**config.mk**
```make
export PLATFORM = sky130hd
export DESIGN_NAME = rx_loss_counters_and_mac_control
export DESIGN_NICKNAME = d
export VERILOG_FILES = /design/src/verilog/rx_loss_pkg.sv /design/src/verilog/rx_loss_counters_and_mac_control.sv
export SDC_FILE = /design/constraint.sdc
export NUM_CORES = 1
export LEC_CHECK = 0
export BUFFER_PORTS_ARGS = -buffer_cell sky130_fd_sc_hd__clkbuf_2
export CORE_MARGIN = 4
export CORE_UTILIZATION = 55
export DETAILED_ROUTE_END_ITERATION = 10
export GPL_TIMING_DRIVEN = 0
export PLACE_DENSITY = 0.83
export SLEW_MARGIN = 40
export SYNTH_ARGS = -nofsm -noshare
export SYNTH_HDL_FRONTEND = slang
export SYNTH_SLANG_ARGS = --single-unit
```
**constraint.sdc**
```tcl
create_clock -name core_clk -period 2.23 [get_ports core_clk]
set_input_delay 0.1115 -clock core_clk [delete_from_list [all_inputs] [get_ports core_clk]]
set_output_delay 0.1115 -clock core_clk [all_outputs]
set_load 0.05 [all_outputs]
```
**src/verilog/rx_loss_pkg.sv**
```systemverilog
// package: register map, field layout and carrier types for the rx loss bank
// Behaviour
// - counters share one word, top bits zero
// - fifo-full drop count bits 27:17, read clears
// - bit 28 fifo-full wrap, read clears
// - no-buffer drop count bits 15:0, read clears
// - bit 16 no-buffer wrap, read clears
// - tx buffer pointer read-only, reset zero
// - rx buffer pointer read-only, reset zero
// - mac control word at its offset
// - bit 31 receives every frame that bit 23 does not block
// - receive-all reports filter result in status
// - receive-all clear forwards only address matches
// - bit 23 blocks receive while transmitting
// - echo block clear accepts frames while transmitting
// - bit 20 selects full duplex
// - no descriptor suspends receive, sets flag
`default_nettype none
package rx_loss_pkg;
  localparam logic [7:0] OFF_DROP_CNT  = 8'h20;
  localparam logic [7:0] OFF_TX_PTR    = 8'h50;
  localparam logic [7:0] OFF_RX_PTR    = 8'h54;
  localparam logic [7:0] OFF_MAC_CTRL  = 8'h80;
  localparam logic [7:0] OFF_IRQ_STAT  = 8'hc0;
  localparam logic [7:0] OFF_IRQ_MASK  = 8'hc4;

  localparam int FIFO_WRAP_BIT   = 28;
  localparam int FIFO_CNT_LSB    = 17;
  localparam int FIFO_CNT_W      = 11;
  localparam int NOBUF_WRAP_BIT  = 16;
  localparam int NOBUF_CNT_W     = 16;
  localparam int RECEIVE_EVERYTHING_BIT       = 31;
  localparam int ECHO_BIT        = 23;
  localparam int FULL_DUPLEX_SELECT_BIT        = 20;

  localparam logic [31:0] MAC_CTRL_WMASK = 32'h80900000;
  localparam logic [31:0] MAC_CTRL_RESET = 32'h00000000;
  localparam logic [31:0] PTR_RESET      = 32'h00000000;

  localparam int IRQ_W = 4;
  // irq status bits: fifo wrap, nobuf wrap, fifo drop, no-buffer suspend
  localparam int IRQ_FIFO_WRAP  = 0;
  localparam int IRQ_NOBUF_WRAP = 1;
  localparam int IRQ_FIFO_DROP  = 2;
  localparam int IRQ_NOBUF_SUSP = 3;

  typedef struct packed {
    logic        frameValid;
    logic        addrMatch;
    logic        txActive;
  } rx_frame_t;

  typedef struct packed {
    logic        accept;
    logic        filterFail;
  } rx_verdict_t;
endpackage
`default_nettype wire

```
**src/verilog/rx_loss_counters_and_mac_control.sv**
```systemverilog
// register bank: dropped frame counters, dma buffer pointers, mac control
`timescale 1ns/1ns
`default_nettype none
module rx_loss_counters_and_mac_control (
  input  wire logic                   core_clk,
  input  wire logic                   rst_n,
  input  wire logic                   wb_cyc_i,
  input  wire logic                   wb_stb_i,
  input  wire logic                   wb_we_i,
  input  wire logic [7:0]             wb_adr_i,
  input  wire logic [3:0]             wb_sel_i,
  input  wire logic [31:0]            wb_dat_i,
  output logic      [31:0]            wb_dat_o,
  output logic                        wb_ack_o,
  output logic                        wb_err_o,
  input  wire logic                   fifoFullDrop,
  input  wire logic                   noBufferDrop,
  input  wire logic                   noOwnedDescriptor,
  input  wire logic [31:0]            txBufPtr,
  input  wire logic                   txBufPtrLoad,
  input  wire logic [31:0]            rxBufPtr,
  input  wire logic                   rxBufPtrLoad,
  input  wire rx_loss_pkg::rx_frame_t rxFrame,
  output rx_loss_pkg::rx_verdict_t    rxVerdict,
  output logic                        fullDuplexSelect,
  output logic                        rxSuspended,
  output logic                        rxBufferUnavailableFlag,
  output logic                        irq
);
  logic [10:0] fifoCnt_ff;
  logic        fifoWrap_ff;
  logic [15:0] nobufCnt_ff;
  logic        nobufWrap_ff;
  logic [31:0] txPtr_ff;
  logic [31:0] rxPtr_ff;
  logic [31:0] macCtrl_ff;
  logic [3:0]  irqStat_ff;
  logic [3:0]  irqMask_ff;
  logic        ack_ff;
  logic        err_ff;
  logic [31:0] rdData_ff;
  logic        suspend_ff;
  logic        ruFlag_ff;
  logic [31:0] nxt_rdData;
  logic        mapped;
  logic        take;
  logic        rdCnt;
  logic        rdStat;
  logic        wrCtrl;
  logic        wrMask;
  logic [3:0]  irqEvent;

  // byte-lane merge used by the mac control register; the irq mask takes lane 0 directly
  function automatic logic [31:0] laneMerge(input logic [31:0] old, input logic [31:0] din,
                                            input logic [3:0] sel, input logic [31:0] wmask);
    logic [31:0] m;
    m = {{8{sel[3]}}, {8{sel[2]}}, {8{sel[1]}}, {8{sel[0]}}} & wmask;
    laneMerge = (old & ~m) | (din & m);
  endfunction

  function automatic logic isMapped(input logic [7:0] a);
    isMapped = (a == rx_loss_pkg::OFF_DROP_CNT) || (a == rx_loss_pkg::OFF_TX_PTR) ||
               (a == rx_loss_pkg::OFF_RX_PTR) || (a == rx_loss_pkg::OFF_MAC_CTRL) ||
               (a == rx_loss_pkg::OFF_IRQ_STAT) || (a == rx_loss_pkg::OFF_IRQ_MASK);
  endfunction

  // one request per bus cycle; ack drops the cycle after it is given
  assign take   = wb_cyc_i && wb_stb_i && !ack_ff && !err_ff;
  assign mapped = isMapped(wb_adr_i);
  assign rdCnt  = take && mapped && !wb_we_i && wb_adr_i == rx_loss_pkg::OFF_DROP_CNT;
  assign rdStat = take && mapped && !wb_we_i && wb_adr_i == rx_loss_pkg::OFF_IRQ_STAT;
  assign wrCtrl = take && wb_we_i && wb_adr_i == rx_loss_pkg::OFF_MAC_CTRL;
  assign wrMask = take && wb_we_i && wb_adr_i == rx_loss_pkg::OFF_IRQ_MASK;

  always_ff @(posedge core_clk) begin
    if (!rst_n) begin
      ack_ff <= 1'b0;
      err_ff <= 1'b0;
    end else begin
      ack_ff <= take && mapped;
      err_ff <= take && !mapped;
    end
  end

  always_comb begin
    nxt_rdData = 32'h00000000;
    case (wb_adr_i)
      rx_loss_pkg::OFF_DROP_CNT: nxt_rdData = {3'h0, fifoWrap_ff, fifoCnt_ff, nobufWrap_ff, nobufCnt_ff};
      rx_loss_pkg::OFF_TX_PTR:   nxt_rdData = txPtr_ff;
      rx_loss_pkg::OFF_RX_PTR:   nxt_rdData = rxPtr_ff;
      rx_loss_pkg::OFF_MAC_CTRL: nxt_rdData = macCtrl_ff;
      rx_loss_pkg::OFF_IRQ_STAT: nxt_rdData = {28'h0000000, irqStat_ff};
      rx_loss_pkg::OFF_IRQ_MASK: nxt_rdData = {28'h0000000, irqMask_ff};
      default:                   nxt_rdData = 32'h00000000;
    endcase
  end

  always_ff @(posedge core_clk) begin
    if (!rst_n) begin
      rdData_ff <= 32'h00000000;
    end else if (take && !wb_we_i) begin
      rdData_ff <= nxt_rdData;
    end
  end

  assign wb_dat_o = rdData_ff;
  assign wb_ack_o = ack_ff;
  assign wb_err_o = err_ff;

  // read clears, but an increment in the same cycle counts from zero
  always_ff @(posedge core_clk) begin
    if (!rst_n) begin
      fifoCnt_ff  <= 11'h000;
      fifoWrap_ff <= 1'b0;
    end else begin
      if (rdCnt) begin
        fifoCnt_ff  <= {10'h000, fifoFullDrop};
        fifoWrap_ff <= 1'b0;
      end else if (fifoFullDrop) begin
        fifoCnt_ff <= fifoCnt_ff + 11'h001;
        if (&fifoCnt_ff) begin
          fifoWrap_ff <= 1'b1;
        end
      end
    end
  end

  always_ff @(posedge core_clk) begin
    if (!rst_n) begin
      nobufCnt_ff  <= 16'h0000;
      nobufWrap_ff <= 1'b0;
    end else begin
      if (rdCnt) begin
        nobufCnt_ff  <= {15'h0000, noBufferDrop};
        nobufWrap_ff <= 1'b0;
      end else if (noBufferDrop) begin
        nobufCnt_ff <= nobufCnt_ff + 16'h0001;
        if (&nobufCnt_ff) begin
          nobufWrap_ff <= 1'b1;
        end
      end
    end
  end

  // pointers follow the dma engine only; bus writes never reach them
  always_ff @(posedge core_clk) begin
    if (!rst_n) begin
      txPtr_ff <= rx_loss_pkg::PTR_RESET;
      rxPtr_ff <= rx_loss_pkg::PTR_RESET;
    end else begin
      if (txBufPtrLoad) begin
        txPtr_ff <= txBufPtr;
      end
      if (rxBufPtrLoad) begin
        rxPtr_ff <= rxBufPtr;
      end
    end
  end

  // only the three modelled control bits are writable, the rest read zero
  always_ff @(posedge core_clk) begin
    if (!rst_n) begin
      macCtrl_ff <= rx_loss_pkg::MAC_CTRL_RESET;
    end else if (wrCtrl) begin
      macCtrl_ff <= laneMerge(macCtrl_ff, wb_dat_i, wb_sel_i, rx_loss_pkg::MAC_CTRL_WMASK);
    end
  end

  assign fullDuplexSelect = macCtrl_ff[rx_loss_pkg::FULL_DUPLEX_SELECT_BIT];

  // frame verdict; echo block is honoured even in full duplex, software keeps it off there
  always_comb begin
    rxVerdict = '0;
    if (rxFrame.frameValid && !(macCtrl_ff[rx_loss_pkg::ECHO_BIT] && rxFrame.txActive)) begin
      if (macCtrl_ff[rx_loss_pkg::RECEIVE_EVERYTHING_BIT]) begin
        rxVerdict.accept     = 1'b1;
        rxVerdict.filterFail = !rxFrame.addrMatch;
      end else begin
        rxVerdict.accept = rxFrame.addrMatch;
      end
    end
  end

  // suspend held until the dma engine finds a descriptor again
  always_ff @(posedge core_clk) begin
    if (!rst_n) begin
      suspend_ff <= 1'b0;
      ruFlag_ff  <= 1'b0;
    end else begin
      suspend_ff <= noOwnedDescriptor;
      if (noOwnedDescriptor) begin
        ruFlag_ff <= 1'b1;
      end else if (rdStat) begin
        ruFlag_ff <= 1'b0;
      end
    end
  end

  assign rxSuspended             = suspend_ff;
  assign rxBufferUnavailableFlag = ruFlag_ff;

  assign irqEvent = {noOwnedDescriptor && !suspend_ff, fifoFullDrop,
                     noBufferDrop && (&nobufCnt_ff) && !rdCnt, fifoFullDrop && (&fifoCnt_ff) && !rdCnt};

  // set wins over the clear by read
  always_ff @(posedge core_clk) begin
    if (!rst_n) begin
      irqStat_ff <= 4'h0;
      irqMask_ff <= 4'h0;
    end else begin
      irqStat_ff <= (rdStat ? 4'h0 : irqStat_ff) | irqEvent;
      if (wrMask && wb_sel_i[0]) begin
        irqMask_ff <= wb_dat_i[3:0];
      end
    end
  end

  assign irq = |(irqStat_ff & irqMask_ff);
endmodule
`default_nettype wire

```
Yosys cells after proc, flatten, opt, wreduce, memory -nomap -nowiden. Index checks and enable logic that the tools add are counted.

Bits of input ports: 121. Logic and storage cells: 84. Flip-flop bits (word level): 169. Output and inout port bits: 40.

Multiplexer cells: 11. Bitwise operators: 7. Equality and inequality tests: 6. Reductions and logical operators: 42. Add/subtract/negate cells: 2.

Operator list (number): one-hot mux 32 bit (6 select lines) (1); bitwise AND 32 bit (2); inverter 32 bit (1); OR 32 bit (1); == test 8 bit, second input constant (3); logical AND 1 bit (20); AND reduction 17 bit (1); adder 16 x 1 -> 16 bit, second input constant (1); == test 8 x 7 -> 1 bit, second input constant (2); AND reduction 16 bit (1); AND reduction 12 bit (1); adder 11 x 1 -> 11 bit, second input constant (1); AND reduction 11 bit (1); == test 8 x 6 -> 1 bit, second input constant (1); logical NOT 1 bit (8); two-way mux 1 bit (8); nonzero test 2 bit (3); logical OR 1 bit (5); bitwise AND 4 bit (1); two-way mux 4 bit (1); OR 4 bit (1); OR reduction 4 bit (1); two-way mux 2 bit (1); OR reduction 2 bit (1); inverter 1 bit (1).

Longest topological paths before layout.
Depth in word-level cells: 12. Depth in mapped cells: 7. Mapped depth without buffers: 5.

Least setup slack after synthesis. OpenSTA, ideal clock, no wires.

Path kind: register to register. From: register err_ff (netlist: wb_err_o). To: register rdData_ff[1] (netlist: wb_dat_o[1]). Stages on the path, launching flop included: 6. Data required time: 2.143 ns. Clock period less this slack: 1.791 ns. Path buffers: 1. Slack: 0.439 ns. Data arrival time: 1.704 ns. Setup time: 0.087 ns. Path through: dfxtp_1 > and4bb_2 > a21oi_1 > clkbuf_1 > nand2_1 > o31ai_1.

Longest elaborated chain between the ends: 3.

RTL lines: from (decl) (line rx_loss_counters_and_mac_control.sv:40) `logic err_ff;`; from (signal assigned) (line rx_loss_counters_and_mac_control.sv:81) `err_ff <= take && !mapped;`; logical NOT 1 bit (line rx_loss_counters_and_mac_control.sv:68) `assign take = wb_cyc_i && wb_stb_i && !ack_ff && !err_ff;`; logical AND 1 bit (line rx_loss_counters_and_mac_control.sv:68); logical AND 1 bit (line rx_loss_counters_and_mac_control.sv:101) `end else if (take && !wb_we_i) begin`; to (signal assigned) (line rx_loss_counters_and_mac_control.sv:102) `rdData_ff <= nxt_rdData;`; to (decl) (line rx_loss_counters_and_mac_control.sv:41) `logic [31:0] rdData_ff;`.

No other way between the ends. A chain may end at the register's enable or synchronous reset.

==> results.json <==
{
  "cts.clk_slew.worst_paths_ns": 0.07,
  "top_usage_layer": "met2",
  "synth-edff-count": 0,
  "grt_max_degree": 17,
  "finalClockSkew_ns": 0.00855,
  "synthCells": 637,
  "synth_top_family_by_area": "multiplexers",
  "r2r-start": "wb_err_o$_SDFF_PN0_",
  "cts_tree": "yes",
  "holdWs_ns": 0.0208,
  "synth_top_cell_area_share_pct": 46.5,
  "fin_crit_sh_pct": 92.3,
  "met1_usage_pct": 35.2,
  "port_buffers": 129,
  "critical_path_arrival_ns": 2.49,
  "synth.largest_area_cell": "dfxtp_1",
  "via_per_inst": 5.89,
  "ir_drop_uv": 693,
  "pre_cts_ws_ns": 0.422,
  "finalWeightedCongestion": 0.930,
  "syn2layout_area_growth_pct": 37.5,
  "track_usage_pct": 30.9,
  "met3_usage_pct": 6.58,
  "synth.avg_cell_area_um2": 9.46,
  "power_density_nw_per_um2": 730,
  "antenna_found_initial": 0,
  "final_net_count": 995,
  "synth.distinct_cells": 49,
  "grt-ovfl-total": 0,
  "dieArea_um2": 12700,
  "cts_setup_buffers": 0,
  "worstMarginPinSlew_ns": 0.905,
  "hold_viol": 0,
  "drt-pass1-iter-count": 6,
  "critPathLaunchType": "register",
  "crit_start": "wb_err_o$_SDFF_PN0_",
  "fin_ws_ns": 0.172,
  "dp.cells": 902,
  "synthAdderAreaFrac_pct": 0.415,
  "cts_sinks": 140,
  "met2_usage_pct": 52.7,
  "rsz0062_at_grt": "false",
  "cts-root-buf": "clkbuf_8",
  "ys_ff_latch": 140,
  "min_from": "rxBufPtrLoad",
  "ant_nets": 0,
  "die_w_um": 113,
  "cts_buffer_depth": 2,
  "total_power_mw": 6.05,
  "synth_compound_area_share_pct": 11.1,
  "async_flop_share_pct": 0,
  "drtIter0Drc": 666,
  "cts.repair.resized": 0,
  "worstPathRequired_ns": 2.66,
  "status": "finished, final reports clean",
  "cap_violations": 0,
  "htreeDepth": 4,
  "finalSetupTns_ns": 0,
  "drive_above_1_share_pct": 25.1,
  "synth.area.top_cells": "dfxtp_1 (46%), mux2i_1 (12%), nor2_1 (5.9%)",
  "drc": 0,
  "rows": 37,
  "fin_crit_ns": 2.06,
  "fillers": 643,
  "synth-xor-area-share_pct": 3.05,
  "crit_fanout": 6,
  "fmax_ghz": 0.486,
  "hpwl_mm": 12.7,
  "synth_area_um2": 6030,
  "syn_nets": 760,
  "wirelength_mm": 20.0,
  "grt_pass1_wl_mm": 30.8,
  "yosysWarnings": 0,
  "ioPinCount": 161,
  "synth-main-ff-cell": "dfxtp_1",
  "synthMuxAreaShare_pct": 17.9,
  "insertion_delay_ns": 0.55,
  "leakage_nw": 3.66,
  "wire_per_inst_um": 19.5,
  "initial_core_util_pct": 57.4,
  "final_util_pct": 78.9,
  "diodes": 0,
  "slew_viol_final": 0,
  "cts_made_buffers": 17,
  "finalSetupViolations": 0,
  "placed_area_um2": 6840,
  "max-slew-margin-rel_pct": 39.7,
  "crit_type": "reg2reg",
  "seq_area_frac_synth_pct": 46.5,
  "die_h_um": 113,
  "finalNonFillerCells": 1021,
  "final_area_um2": 8290,
  "hp-class": "in2reg",
  "core_um2": 10500,
  "synth_simple_gate_area_share_pct": 17.5,
  "grt_pass1_vias": 6082,
  "vias": 6011,
  "endpoint_kind": "register"
}
## cell usage in the layout (no fill, tap or decap), types with 3 or more instances in the layout
cell type / n
clkinvlp_4: 4
clkbuf_2: 129
mux2_2: 31
nor3_2: 3
nand2b_1: 3
clkinv_2: 3
or3_1: 5
o21ai_0: 18
nor3_1: 5
clkbuf_8: 4
dlygate4sd3_1: 87
and3_1: 9
a22oi_1: 31
inv_1: 5
nand3_1: 26
nand4_1: 8
o21ai_1: 10
and4_1: 6
nor2b_1: 5
mux2i_1: 73
nand2_1: 46
dfxtp_1: 140
a21oi_1: 24
xnor2_1: 5
nor2_1: 94
clkbuf_16: 16
buf_2: 19
clkbuf_1: 14
xor2_1: 16
buf_1: 7
## routing by layer
metal | up-vias | part of all wire, %
li1 | 2732 | -
met1 | 2830 | 37
met2 | 355 | 50
met3 | 94 | 7.9
met4 | 0 | 5.5
met5 | - | 0
## final cells by class
type	count	area (µm²)	area share [%]
Multi-Input combinational cell	450	3010	36.3
Sequential cell	140	2800	33.8
Timing Repair Buffer	216	1520	18.3
Clock buffer	22	463	5.58
Buffer	41	193	2.32
Tap cell	136	170	2.05
Clock inverter	10	114	1.37
Inverter	6	22.5	0.272
## worst max-delay path, cell delays in order, from the launching register on
cell and delay, ns:
dfxtp_1 0.32, nand4bb_1 0.30, nor2_1 0.39, nand3_1 0.21, mux2i_1 0.16, dlygate4sd3_1 0.56
## repair_timing
action / CTS / global route
hold endpoints to repair: 83 / 0
setup endpoints to repair: 0 / 0
hold buffers: 87 / 0
## cell usage after synthesis, types with 2 or more instances
cell type and count:
a32o_1 2, nor2b_1 5, and4_1 6, o21ai_1 10, xor2_1 16, a221oi_1 2, o21ai_0 18, a22o_1 2
mux2i_1 73, o211a_1 2, mux2_2 31, a21oi_1 24, buf_4 2, or3_1 5, a222oi_1 2, clkbuf_1 12
nand2_1 46, and2_1 2, dfxtp_1 140, xnor2_1 5, buf_2 19, and4bb_2 2, and3_1 9, nand2b_1 3
nand3_1 26, a31oi_1 2, buf_1 7, nand4_1 8, ha_1 2, inv_1 5, nor3_2 3, a22oi_1 31
nor3_1 5, nor2_1 94, o221ai_1 2
## power by group
| part | switching [mW] | leakage (nW) | total [mW] | internal [mW] |
|---|---|---|---|---|
| sequential | 0.0556 | 1.14 | 2.64 | 2.59 |
| combinational | 0.327 | 2.24 | 0.637 | 0.310 |
| clock | 1.10 | 0.273 | 2.77 | 1.68 |
| total | 1.48 | 3.66 | 6.05 | 4.57 |
## sequential cells by signal, summed over array words and instances (netlist names), named ones only
| signal | cells |
|---|---|
| rxPtr_ff | 32 |
| txPtr_ff | 32 |
| wb_dat_o | 32 |
| nobufCnt_ff | 16 |
| fifoCnt_ff | 11 |
| irqMask_ff | 4 |
| irqStat_ff | 4 |
| fifoWrap_ff | 1 |
| nobufWrap_ff | 1 |
| rxBufferUnavailableFlag | 1 |
| rxSuspended | 1 |
| wb_ack_o | 1 |
| wb_err_o | 1 |
## path summary, 6_finish.rpt
path                                    end  slack (ns)  cells after the start
setup / recovery                   register        0.17                      5
hold / removal    rxPtr_ff[31]$_SDFFE_PN0P_        0.02                      3
setup reg to reg                   register        0.17                      5
hold reg to reg    wb_dat_o[9]$_SDFFE_PN0P_        0.46                      2
## kinds of logic (layout without fill, tap and decap cells)
kind of cell,Yosys count,in the layout
xor gates and xnor gates,21,21
adders and majority gates,2,2
buffers and inverters,47,295
DFF,140,140
AOI/OAI and AO/OA,103,103
and+or+nand+nor,220,220
muxes,104,104
(Power assumes the default switching activity.)
